### config.mk
export PLATFORM = sky130hd
export DESIGN_NAME = core_boot_password_stack
export DESIGN_NICKNAME = d
export VERILOG_FILES = /design/src/inc/core_boot_pkg.sv /design/src/verilog/core_boot_password_stack.sv
export SDC_FILE = /design/constraint.sdc
export NUM_CORES = 1
export LEC_CHECK = 0
export BUFFER_PORTS_ARGS = -buffer_cell sky130_fd_sc_hd__buf_2
export CORE_MARGIN = 1.5
export CORE_UTILIZATION = 40
export CTS_BUF_LIST = sky130_fd_sc_hd__clkbuf_8
export CTS_CLUSTER_DIAMETER = 80
export CTS_CLUSTER_SIZE = 12
export DETAILED_ROUTE_END_ITERATION = 10
export PLACE_DENSITY = 0.53
export SETUP_SLACK_MARGIN = 0.05
export SYNTH_ARGS = -nofsm -noshare
export SYNTH_HDL_FRONTEND = slang
export SYNTH_SLANG_ARGS = --single-unit
### constraint.sdc
create_clock -name sys_clk -period 19.7 [get_ports sys_clk]
set_input_delay 0 -clock sys_clk [delete_from_list [all_inputs] [get_ports sys_clk]]
set_output_delay 0 -clock sys_clk [all_outputs]
set_load 0.01 [all_outputs]
### src/inc/core_boot_pkg.sv
// constants for the boot, password and return stack control block
package core_boot_pkg;
    localparam int DATA_W = 16;
    localparam int ACC_COUNT = 16;
    localparam int PTR_COUNT = 3;
    localparam int STACK_DEPTH = 16;
    localparam logic [3:0] STACK_PTR_RESET = 4'hf;
    localparam logic [15:0] ROM_START = 16'h8000;
    localparam logic [15:0] APP_START = 16'h0000;
    localparam int FLASH_WORDS = 32768;
    localparam int SRAM_WORDS = 1024;
    localparam int ROM_WORDS = 4096;
    localparam logic [15:0] PWD_FIRST = 16'h0010;
    localparam logic [15:0] PWD_LAST = 16'h001f;
    localparam int PWD_WORDS = 16;
    localparam logic [15:0] PWD_ALL_ONES = 16'hffff;
    localparam logic [15:0] PWD_ALL_ZERO = 16'h0000;
    localparam logic [1:0] PSS_JTAG = 2'h0;
    localparam logic [1:0] PSS_I2C = 2'h1;
    localparam logic [2:0] PERIPH_MODULE_LAST = 3'h5;
    localparam int CLK_MHZ = 100;
    localparam int CLK_ENABLE_DELAY_US = 1000;
    localparam int CLK_ENABLE_CYCLES = CLK_ENABLE_DELAY_US * CLK_MHZ;
    localparam int INSTR_CLK_MHZ = 10;
    localparam int INSTR_DIV = CLK_MHZ / INSTR_CLK_MHZ;
    // stack operation codes
    typedef enum logic [2:0] {
        STK_NONE = 3'h0,
        STK_CALL = 3'h1,
        STK_PUSH = 3'h2,
        STK_INT = 3'h3,
        STK_RET = 3'h4,
        STK_INTERRUPT_RETURN_OP = 3'h5,
        STK_POP = 3'h6,
        STK_STACK_POP_VARIANT_OP = 3'h7
    } stack_op_type;
endpackage

### src/verilog/core_boot_password_stack.sv
// boot sequencing, password lock, loader select and hardware return stack
`timescale 1ns/1ps

// Function
// - fetch and execute in one cycle
// - sixteen accumulators, any register with active
// - three data pointers with auto step
// - fixed sixteen-bit instruction words
// - separate program, data and register spaces
// - flash, SRAM, ROM sized in words
// - utility ROM starts at 8000h
// - every reset starts execution in ROM
// - password is words 0010h to 001Fh
// - lock resets set; blank passwords need none
// - lock clear grants full utility access
// - mass erase leaves password all ones
// - sixteen by sixteen return stack
// - stack pointer resets to 0Fh
// - push: increment pointer, then write
// - pop: read entry, then decrement
// - source select 00 JTAG, 01 I2C
// - instruction clock gated until brownout plus 1ms
// - peripheral modules zero to five decoded
// - external low reset restarts at 8000h
module core_boot_password_stack
    import core_boot_pkg::*;
#(
    parameter int CLK_DELAY_CYCLES = CLK_ENABLE_CYCLES
) (
    // clock and reset
    input wire logic sys_clk,
    input wire logic reset,
    input wire logic clkEnable,
    input wire logic extReset_n,
    // supply monitor
    input wire logic aboveBrownout,
    // password words loaded from flash (one per cycle, index 0..15)
    input wire logic pwdLoadValid,
    input wire logic [3:0] pwdLoadIndex,
    input wire logic [15:0] pwdLoadWord,
    input wire logic massErase,
    // programmer password entry, one word per cycle
    input wire logic keyValid,
    input wire logic [3:0] keyIndex,
    input wire logic [15:0] keyWord,
    // lock control
    input wire logic lockClear,
    input wire logic lockSet,
    // loader source
    input wire logic [1:0] programming_source_select,
    // stack
    input wire stack_op_type stackOp,
    input wire logic [15:0] stackWriteData,
    // peripheral register address
    input wire logic [2:0] regModule,
    input wire logic regSystem,
    // status
    output logic password_lock_bit,
    output logic utilityAccess,
    output logic jtagLoaderSel,
    output logic i2cLoaderSel,
    output logic [15:0] programCounter,
    output logic [3:0] stack_pointer,
    output logic [15:0] stackReadData,
    output logic instruction_clock,
    output logic instrClockEnabled,
    output logic [5:0] periphModuleSel,
    output logic systemRegSel
);

    // power-up clock gating states
    typedef enum logic [2:0] {
        PWR_BROWNOUT = 3'b001,
        PWR_SETTLE = 3'b010,
        PWR_RUN = 3'b100
    } power_state_type;

    // the core datapath lives elsewhere; this block only carries its control.
    // the instruction word is a fixed 16 bits, so the stack, the program counter
    // and the password words all share the one DATA_W width.
    // accumulators and data pointers sit in the core; their counts are kept in
    // the package so that both sides agree on the sizes.
    // flash, sram and rom sizes are package constants; the rom base is where
    // every reset lands, so the program counter reset value must match it.
    power_state_type powerState_reg, powerState_next;
    // wide enough for a full 1ms at the system clock, with room to spare
    logic [31:0] settleCount_reg;
    logic [3:0] divCount_reg;
    logic [15:0] pwdStore_reg [PWD_WORDS];
    logic [PWD_WORDS-1:0] pwdOnes_reg, pwdZero_reg, keyMatch_reg;
    // sixteen entries of sixteen bits, addressed by the stack pointer
    logic [15:0] stackMem_reg [STACK_DEPTH];
    logic extResetSeen_reg;

    wire logic pwdBlank;
    wire logic keyAllMatch;
    wire logic isPush;
    wire logic isPop;
    wire logic [3:0] spInc;
    wire logic settleDone;
    wire logic [31:0] settleLast;

    // blank passwords (all ones or all zeros) need no key
    assign pwdBlank = (&pwdOnes_reg) | (&pwdZero_reg);
    assign keyAllMatch = &keyMatch_reg;
    assign isPush = (stackOp == STK_CALL) | (stackOp == STK_PUSH) | (stackOp == STK_INT);
    assign isPop = (stackOp == STK_RET) | (stackOp == STK_INTERRUPT_RETURN_OP) | (stackOp == STK_POP)
        | (stackOp == STK_STACK_POP_VARIANT_OP);
    assign spInc = stack_pointer + 4'h1;
    assign settleLast = 32'(CLK_DELAY_CYCLES - 1);
    assign settleDone = settleCount_reg >= settleLast;

    // password store, per word
    // a load while mass erase is active is dropped: erase wins, so a
    // half-written key can never leave the part locked with unknown words.
    // key matches are only flags; the stored words never leave the block,
    // which keeps the key from being read back through the status pins.
    genvar gi;
    generate
        for (gi = 0; gi < PWD_WORDS; gi++) begin : g_pwd
            always_ff @(posedge sys_clk or posedge reset) begin
                if (reset) begin
                    pwdStore_reg[gi] <= PWD_ALL_ONES;
                    pwdOnes_reg[gi] <= 1'b1;
                    pwdZero_reg[gi] <= 1'b0;
                    keyMatch_reg[gi] <= 1'b0;
                end else if (clkEnable) begin
                    if (massErase) begin
                        pwdStore_reg[gi] <= PWD_ALL_ONES;
                        pwdOnes_reg[gi] <= 1'b1;
                        pwdZero_reg[gi] <= 1'b0;
                    end else if (pwdLoadValid && pwdLoadIndex == 4'(gi)) begin
                        pwdStore_reg[gi] <= pwdLoadWord;
                        pwdOnes_reg[gi] <= (pwdLoadWord == PWD_ALL_ONES);
                        pwdZero_reg[gi] <= (pwdLoadWord == PWD_ALL_ZERO);
                    end
                    if (!extReset_n) begin
                        keyMatch_reg[gi] <= 1'b0;
                    end else if (keyValid && keyIndex == 4'(gi)) begin
                        keyMatch_reg[gi] <= (keyWord == pwdStore_reg[gi]);
                    end
                end
            end
        end
    endgenerate

    // lock bit and access grant; external reset relocks
    // lockSet wins over lockClear so a racing request errs on the safe side.
    // access is registered, so it trails the lock and match flops by a cycle;
    // a user must allow two cycles from a strobe before relying on it.
    always_ff @(posedge sys_clk or posedge reset) begin
        if (reset) begin
            password_lock_bit <= 1'b1;
            utilityAccess <= 1'b0;
        end else if (clkEnable) begin
            if (!extReset_n || lockSet) begin
                password_lock_bit <= 1'b1;
            end else if (lockClear) begin
                password_lock_bit <= 1'b0;
            end
            utilityAccess <= !password_lock_bit || pwdBlank || keyAllMatch;
        end
    end

    // loader select decode
    // encodings other than jtag and i2c select no loader at all
    always_ff @(posedge sys_clk or posedge reset) begin
        if (reset) begin
            jtagLoaderSel <= 1'b1;
            i2cLoaderSel <= 1'b0;
        end else if (clkEnable) begin
            jtagLoaderSel <= (programming_source_select == PSS_JTAG);
            i2cLoaderSel <= (programming_source_select == PSS_I2C);
        end
    end

    // stack pointer and program counter; push writes at the new pointer
    // the pointer wraps silently at both ends, as the hardware stack has no
    // overflow flag; deep nesting simply overwrites the oldest entry.
    // stack operations outside run state are ignored so that a brownout
    // cannot leave a half-done push behind.
    always_ff @(posedge sys_clk or posedge reset) begin
        if (reset) begin
            stack_pointer <= STACK_PTR_RESET;
            programCounter <= ROM_START;
            stackReadData <= 16'h0000;
            extResetSeen_reg <= 1'b0;
        end else if (clkEnable) begin
            extResetSeen_reg <= !extReset_n;
            if (!extReset_n) begin
                stack_pointer <= STACK_PTR_RESET;
                programCounter <= ROM_START;
            end else if (powerState_reg == PWR_RUN) begin
                // one step per cycle, no pipeline
                programCounter <= programCounter + 16'h0001;
                if (isPush) begin
                    stack_pointer <= spInc;
                end else if (isPop) begin
                    stackReadData <= stackMem_reg[stack_pointer];
                    stack_pointer <= stack_pointer - 4'h1;
                end
            end
        end
    end

    // stack storage has no reset; contents are undefined until pushed
    // no reset here keeps the array as plain memory rather than flops
    always_ff @(posedge sys_clk) begin
        if (clkEnable && extReset_n && powerState_reg == PWR_RUN && isPush) begin
            stackMem_reg[spInc] <= stackWriteData;
        end
    end

    // power-up sequence: held until supply is good, then settle delay
    // a dip below threshold during the settle restarts the whole wait,
    // so a slowly rising supply cannot start the core early.
    // the delay is a parameter; a bench may shorten it to save run time.
    always_comb begin
        powerState_next = powerState_reg;
        case (powerState_reg)
            PWR_BROWNOUT: if (aboveBrownout) powerState_next = PWR_SETTLE;
            PWR_SETTLE: begin
                if (!aboveBrownout) begin
                    powerState_next = PWR_BROWNOUT;
                end else if (settleDone) begin
                    powerState_next = PWR_RUN;
                end
            end
            PWR_RUN: if (!aboveBrownout) powerState_next = PWR_BROWNOUT;
            default: powerState_next = PWR_BROWNOUT;
        endcase
    end

    always_ff @(posedge sys_clk or posedge reset) begin
        if (reset) begin
            powerState_reg <= PWR_BROWNOUT;
            settleCount_reg <= 32'h0000_0000;
        end else if (clkEnable) begin
            powerState_reg <= powerState_next;
            settleCount_reg <= (powerState_reg == PWR_SETTLE) ? settleCount_reg + 32'h0000_0001 : 32'h0000_0000;
        end
    end

    // instruction clock divider, gated off outside run
    // the divided clock is a plain registered level, not a clock net;
    // it starts low on entry to run so the first high phase is full width.
    always_ff @(posedge sys_clk or posedge reset) begin
        if (reset) begin
            divCount_reg <= 4'h0;
            instruction_clock <= 1'b0;
            instrClockEnabled <= 1'b0;
        end else if (clkEnable) begin
            instrClockEnabled <= (powerState_reg == PWR_RUN);
            if (powerState_reg != PWR_RUN) begin
                divCount_reg <= 4'h0;
                instruction_clock <= 1'b0;
            end else if (divCount_reg == 4'(INSTR_DIV / 2 - 1)) begin
                divCount_reg <= 4'h0;
                instruction_clock <= !instruction_clock;
            end else begin
                divCount_reg <= divCount_reg + 4'h1;
            end
        end
    end

    // register-space decode; system group separate from modules 0..5
    // module codes six and seven select nothing
    generate
        for (gi = 0; gi < 6; gi++) begin : g_mod
            always_ff @(posedge sys_clk or posedge reset) begin
                if (reset) begin
                    periphModuleSel[gi] <= 1'b0;
                end else if (clkEnable) begin
                    periphModuleSel[gi] <= !regSystem && regModule == 3'(gi);
                end
            end
        end
    endgenerate

    // system group select; kept apart from the peripheral modules
    always_ff @(posedge sys_clk or posedge reset) begin
        if (reset) begin
            systemRegSel <= 1'b0;
        end else if (clkEnable) begin
            systemRegSel <= regSystem;
        end
    end

endmodule

# == Word level (Yosys, flattened, before mapping) ==
# Memory sizes are Yosys's and may differ from the RTL's. A register that Yosys moved wholly into a read port is not among the register bits.
# Index checks and enable logic that the tools add are counted.
# op_classes
n_addsub,5
order_cmp,1
eq_ne,86
mux,148
bitwise,7
n_reduce_logical,112
# ops
op,count
$mux W16,34
$eq A16 B16 Y1,16
$mux W1,102
$reduce_and A2 Y1,35
$eq A4 B4 Y1 const B,16
$reduce_and A16 Y1,3
$logic_and A1 B1 Y1,41
$eq A4 B3 Y1 const B,9
$reduce_bool A2 Y1,18
$ne A2 B1 Y1 const B,17
$add A32 B1 Y32 const B,1
$ge A32 B17 Y1 const B,1
$mux W32,1
$mux W4,6
$eq A3 B3 Y1 const B,7
$add A16 B1 Y16 const B,1
$eq A16 B16 Y1 const B,1
$eq A4 B2 Y1 const B,4
$logic_not A16 Y1,1
$eq A3 B2 Y1 const B,5
$mux W3,4
$eq A3 B1 Y1 const B,3
$pmux W3 S3,1
$add A4 B1 Y4 const B,2
other kinds (16),30
# word_totals
ff_bits,376
ramBits,256
memories,1
# mem_list
memory,words,word_bits,read_ports,rd_ports_with_merged_regs,write_ports,line_no,source
stackMem_reg,16,16,1,1,1,core_boot_password_stack.sv:92,logic [15:0] stackMem_reg [STACK_DEPTH];

# == Depth between registers and ports, before layout ==
# Gate-level depths: netlist of run 1.
# logic_depth
word_depth,8
depth_mapped,8
ltp_nobuf,7

# == Least setup slack after synthesis of run 1 ==
# No wires, ideal clock.
# synth_timing
path_type,register to register
startpoint,reg stack_pointer[1]
endpoint,"mem stackMem_reg[4][0], enable pin"
setup_time_ns,0.388
t_arrival_ns,2.415
t_required_ns,19.312
setup_slack_ns,16.897
path_stages_with_launch,8
n_path_buf,3
period_less_slack_ns,2.803
cell_sequence,dfstp_2 -> buf_2 -> buf_2 -> buf_1 -> nand4_1 -> nand2_1 -> o21ai_0 -> nor2_1
# synth_between
elab_chain_cells,1
# synth_lines
item,line_no,source
"start, declared",core_boot_password_stack.sv:63,"output logic [3:0] stack_pointer,"
"start signal, assigned",core_boot_password_stack.sv:197,stack_pointer <= spInc;
"start signal, assigned",core_boot_password_stack.sv:200,stack_pointer <= stack_pointer - 4'h1;
$add A4 B1 Y4,core_boot_password_stack.sv:109,assign spInc = stack_pointer + 4'h1;
"end, declared",core_boot_password_stack.sv:92,
# Every way passes these cells.

# == Worst setup path in the final report of run 1 ==
# layout_timing
startpoint,reg stack_pointer[0]
endpoint,"mem stackMem_reg[12][14], enable pin"
# Same word-level chain as after synthesis.

==> flow_summary.toml, run 1 <==
[clock_network]
post_cts_resize_count = 0
cts_setup_buffers = 0
cts_tree = "done"
cts.sinks = 648
path_clk_slew_ps = 90
cts_inserted_buffers = 60
insertion_delay_ps = 750
cts_buffer_depth = 3
clk_root_buffer_cell = "clkbuf_8"
hold_buffers = 94
htreeDepth = 2

[setup_path]
worstSetupStartpointType = "register"
cp-end-kind = "register"
slowest_stage = "nor2_2"
critPathKind = "register to register"
crit_chain = "buf_4, ha_1, inv_1, o21ai_0, a21oi_1, nor2_2"
critPathRequiredTime_ps = 20050
path_max_fanout = 47
arrival_ps = 3480
max_stage_delay_ps = 780

[final_layout]
area_delta_synth_final_pct = 12.6
finalCoreUtilization_pct = 45.3
stdcell_area_mm2 = 0.0323
fin_nets = 2684
post_route_cells_drive_above_1_share_pct = 23.2

[routing]
drt-total-wl_um = 77100
drt-met1-wl_um = 34300
drt_pass1_iterations = 5
highest_layer = "met4"
wire_per_inst_um = 21.5
met2WireLength_um = 36900
routed-wl-met3_um = 3670
first_iter_violations = 1467
vias = 19000
ant_nets = 0
via_per_inst = 5.30
drc = 0

[grt]
gr-total-overflow = 0
grt_pass1_wl_um = 117000
grt_max_degree = 171
grt_pass1_vias = 19100
grt_use_total_pct = 21.0
antenna_found_initial = 1

[floorplan]
start_util_pct = 40.3
fp-row-count = 98
core_mm2 = 0.0712
die_height_um = 271
ios = 124
dieArea_mm2 = 0.0733
die_w_um = 271

[synth]
ys_types = 62
ys_seq_area_share_pct = 62.2
ys.flop_type = "dfstp_2"
synth_fp_nets = 2511
ys_ff_latch = 648
synth_compound_area_share_pct = 9.37
synth_top_family_by_area = "simple AND/OR/NAND/NOR gates"
netlist_instances = 2426
synth_edf_count = 256
async_flop_share_pct = 60.5
synth-xor-area-share_pct = 8.82
synth_mux_area_share_pct = 4.89
yosysWarningCount = 0
synth_area_mm2 = 0.0287
yosys.area_share.simple_pct = 11.7
synthAdderAreaFrac_pct = 0.436
syn_area_per_cell_um2 = 11.8

[placed_design]
gp_congestion = 0.805
portBuffers = 123
placed_area_mm2 = 0.0303
hpwl_um = 44800
post-place-ws_ps = 16490

[sta]
final-hold-violation-count = 0
worstMarginPinSlew_ps = 1320
worst_slack_ps = 16570
setup_viol = 0
final.setup.tns_ps = 0
rsz0062_at_grt = "false"
relSlewSlack_pct = 12.2
slew_violations = 0
max_clock_freq_ghz = 0.319
fin_crit_sh_pct = 15.9
fin_worst_skew_ps = 45.4
hold_slack_ps = 46.2
fin_crit_ps = 3130

[pwr]
p_leak_uw = 0.0127
power_density_mw_per_mm2 = 83.0
ir_worst_vdd_mv = 0.0616

[job]
maxCapViolCount = 0

[worst_hold_path]
holdCritPathClass = "input port to asynchronous set/reset pin"

[run_status]
status = "finished, final reports clean"
stage by stage:
stage                     instances  total power, µW
after detailed placement       3393             1930
after global routing           3591             2810
after global placement         3393             1920
after floorplan                2426             1820
final                          3591             2680
after CTS                      3590             2720
layout make-up:
cell class,count,area (µm²)
Antenna cell,1,2.50
Clock buffer,61,840
Clock inverter,42,205
Fill cell,6616,38900
Inverter,23,93.8
Multi-Input combinational cell,1597,10200
Sequential cell,648,17900
Tap cell,950,1190
Timing Repair Buffer,269,1960
path summary, 6_finish.rpt:
check	startpoint	end	slack [ps]	cells past startpoint
max in group asynchronous	reset	keyMatch_reg[13]$_DFFE_PP0P_	17940	4
min	reset	settleCount_reg[27]$_DFFE_PP0P_	50	3
max reg2reg	stack_pointer[0]$_DFFE_PP1P_	stackMem_reg[12][14]$_DFFE_PP_	16570	6
min reg2reg	pwdOnes_reg[5]$_DFFE_PP1P_	pwdOnes_reg[5]$_DFFE_PP1P_	490	2
max	stack_pointer[0]$_DFFE_PP1P_	stackMem_reg[12][14]$_DFFE_PP_	16570	6
min in group sys_clk	keyWord[3]	keyMatch_reg[4]$_DFFE_PP0P_	60	3
power by group:
group          total [µW]  switching [µW]  internal [µW]
sequential           1610            64.3           1540
clock                 760             468            292
combinational         314             194            120
cells in the final DEF (no fill, tap or decap), types with 3 or more instances in the layout:
cell and count:
a22oi_1 26, o31ai_1 3, nand3_1 30, o22ai_1 12, o41ai_1 17, nand2_1 276, o21a_1 5, a211oi_1 9
nor2_1 196, clkbuf_8 61, edfxtp_1 256, inv_1 58, mux4_2 32, nor4_1 58, a31oi_1 8, or4_1 4
and4_1 4, xnor2_1 9, dfrtp_1 112, and3_1 11, nor3_1 30, o21ai_2 10, a221oi_1 12, nor2_2 9
buf_4 51, nor2b_1 15, mux2i_1 39, a21oi_1 124, nand3b_1 4, buf_2 123, o21ai_0 241, nand4_1 54
a32oi_1 4, ha_1 10, mux2_2 26, dlygate4sd3_1 94, dfstp_2 279, xor2_1 280, nand2b_1 8
metal layers:
layer,GRT usage (%),up-vias
li1,-,8913
met1,28.8,9488
met2,34.5,486
met3,2.94,146
met4,6.59,0
met5,0,-
kinds of logic after synthesis:
logic type / Yosys count
AND/OR/NAND/NOR: 720
AO/OA/AOI/OAI: 481
buffers and inverters: 181
multiplexers: 97
adder cells (fa/ha/maj): 10
flip-flops: 648
XOR/XNOR: 289
worst max-delay path, delay by kind of cell (launching register included):
family                     cells  cell delay, ps
and+or+nand+nor                1             780
buffers and inverters          2             690
DFF                            1             520
AOI/OAI and AO/OA              2             400
adders and majority gates      1             340
synth_stat cells, drive strengths merged, types with 12 or more instances:
master / n / share of area, %
mux4: 32 / 2.5
mux2: 26 / 1.0
o22ai: 12 / 0.26
dfrtp: 112 / 9.8
o41ai: 17 / 0.52
nand2: 276 / 3.6
a221oi: 12 / 0.37
o21ai: 253 / 4.4
a22oi: 26 / 0.68
nand4: 56 / 1.3
nand3: 31 / 0.56
nor4: 61 / 1.5
nor2: 206 / 2.7
mux2i: 39 / 1.4
xor2: 280 / 8.5
a21oi: 124 / 2.2
clkbuf: 103 / 1.3
nor3: 30 / 0.52
buf: 55 / 0.95
edfxtp: 256 / 27
inv: 22 / 0.29
dfstp: 280 / 26
nor2b: 15 / 0.33
Power figures use the tool's default switching activity.
==> run 2: changes to the inputs <==
clock period = 3.15 ns   (was 19.7 ns; I/O delays follow)
==> run 2 against run 1 <==
  * Hold slack gained 20 ps
  * Non-clock buffer count grew 19
  * First-iteration DRC count shrank 8.4%
  * Critical path type unchanged
==> flow_summary.toml, run 2 (synthesized netlist as in run 1, its figures left out) <==
[routing]
wire_per_inst_um = 21.4
first_iter_violations = 1344
drt-total-wl_um = 77300
via_per_inst = 5.28
vias = 19100
drt_pass1_iterations = 5
drc = 0
ant_nets = 0

[pwr]
p_leak_uw = 0.0128
power_uw = 16800
ir_worst_vdd_mv = 0.377
power_density_mw_per_mm2 = 517

[worst_hold_path]
holdCritPathClass = "input port to register"

[floorplan]
ios = 124
core_mm2 = 0.0712
die_height_um = 271
start_util_pct = 40.3
dieArea_mm2 = 0.0733
die_w_um = 271
fp-row-count = 98

[final_layout]
stdcell_count = 3610
final_common_cell = "xor2_1"
post_route_cells_drive_above_1_share_pct = 23.8
final_cell_mix = "xor2_1, dfstp_2, nand2_1, edfxtp_1, o21ai_0"
fin_nets = 2703
area_delta_synth_final_pct = 13.3
finalCoreUtilization_pct = 45.6

[sta]
max_clock_freq_ghz = 0.365
fin_crit_ps = 2740
fin_worst_skew_ps = 82.9
slew_violations = 0
setup_viol = 0
fin_crit_sh_pct = 86.9
relSlewSlack_pct = 17.7
hold_slack_ps = 65.7
final-hold-violation-count = 0
rsz0062_at_grt = "false"
worstMarginPinSlew_ps = 1230

[clock_network]
cts_tree = "done"
post_cts_resize_count = 0
cts_buffer_depth = 3
cts_inserted_buffers = 60
clk_root_buffer_cell = "clkbuf_8"
hold_buffers = 98
insertion_delay_ps = 740
path_clk_slew_ps = 90
htreeDepth = 2
cts.sinks = 648
cts_setup_buffers = 0

[placed_design]
hpwl_um = 46300
gp_congestion = 0.816
place_inst = 3408
portBuffers = 123

[setup_path]
crit_chain = "buf_4, buf_4, mux2_2, o22ai_1, a221oi_1, a22oi_1, nand2_1"
crit_top_cell = "buf_4"
worstSetupStartpointType = "register"
slowest_stage = "dfstp_4"
arrival_ps = 3330
critPathRequiredTime_ps = 3740
critPathKind = "register to register"
cp-end-kind = "register"
max_stage_delay_ps = 670
path_max_fanout = 38

[grt]
grt_pass1_vias = 19400
antenna_found_initial = 1
top_usage_layer = "met2"
grtUsageMet1_pct = 28.7
grt_pass1_wl_um = 118000
gr-usage-met3_pct = 2.59
grt_max_degree = 124
grt_use_met2_pct = 35.3
gr-total-overflow = 0
grt_use_total_pct = 21.1

[job]
maxCapViolCount = 0

[run_status]
status = "finished, final reports clean"
[run 2: routing by layer]
| layer | vias up | part of all wire [%] |
|---|---|---|
| met3 | 143 | 4.0 |
| met2 | 417 | 48 |
| met4 | 0 | 2.6 |
| met5 | - | 0 |
| li1 | 8956 | - |
| met1 | 9560 | 45 |
[run 2: worst paths after layout]
path	from	to	slack (ps)	depth (start not counted)
min in group asynchronous	reset	settleCount_reg[5]$_DFFE_PP0P_	400	4
min	keyWord[5]	keyMatch_reg[1]$_DFFE_PP0P_	70	3
min reg2reg	keyMatch_reg[12]$_DFFE_PP0P_	keyMatch_reg[12]$_DFFE_PP0P_	480	2
max in group asynchronous	reset	pwdStore_reg[167]$_DFFE_PP1P_	1560	6
max reg2reg	stack_pointer[1]$_DFFE_PP1P_	stackReadData[1]$_DFFE_PP0P_	410	7
max	stack_pointer[1]$_DFFE_PP1P_	stackReadData[1]$_DFFE_PP0P_	410	7
[run 2: worst max-delay path: cells and delay by family, from the launching register on]
kind,cells,cell delay [ps]
AO/OA/AOI/OAI,3,460
buffers and inverters,2,990
flip-flops,1,670
multiplexers,1,400
AND/OR/NAND/NOR,1,80
[run 2: power breakdown]
part / internal, µW / switching (µW) / total, µW
Clock: 1870 / 2910 / 4790
Combinational: 773 / 1230 / 2000
Sequential: 9640 / 390 / 10000
[run 2: final cells by class]
class | count | area [µm²]
Sequential cell | 648 | 17900
Antenna cell | 1 | 2.50
Tap cell | 950 | 1190
Clock buffer | 60 | 826
Timing Repair Buffer | 288 | 2150
Inverter | 23 | 90.1
Clock inverter | 43 | 229
Fill cell | 6555 | 38700
Multi-Input combinational cell | 1597 | 10200
[run 2: per-stage QoR]
stage,setup TNS (ps),cell area (µm²),setup WS [ps]
after global placement,0,30500,486
after floorplan,-356090,28700,-1900
after global routing,0,32500,254
after CTS,0,32500,404
after detailed placement,0,30500,414
final,0,32500,411
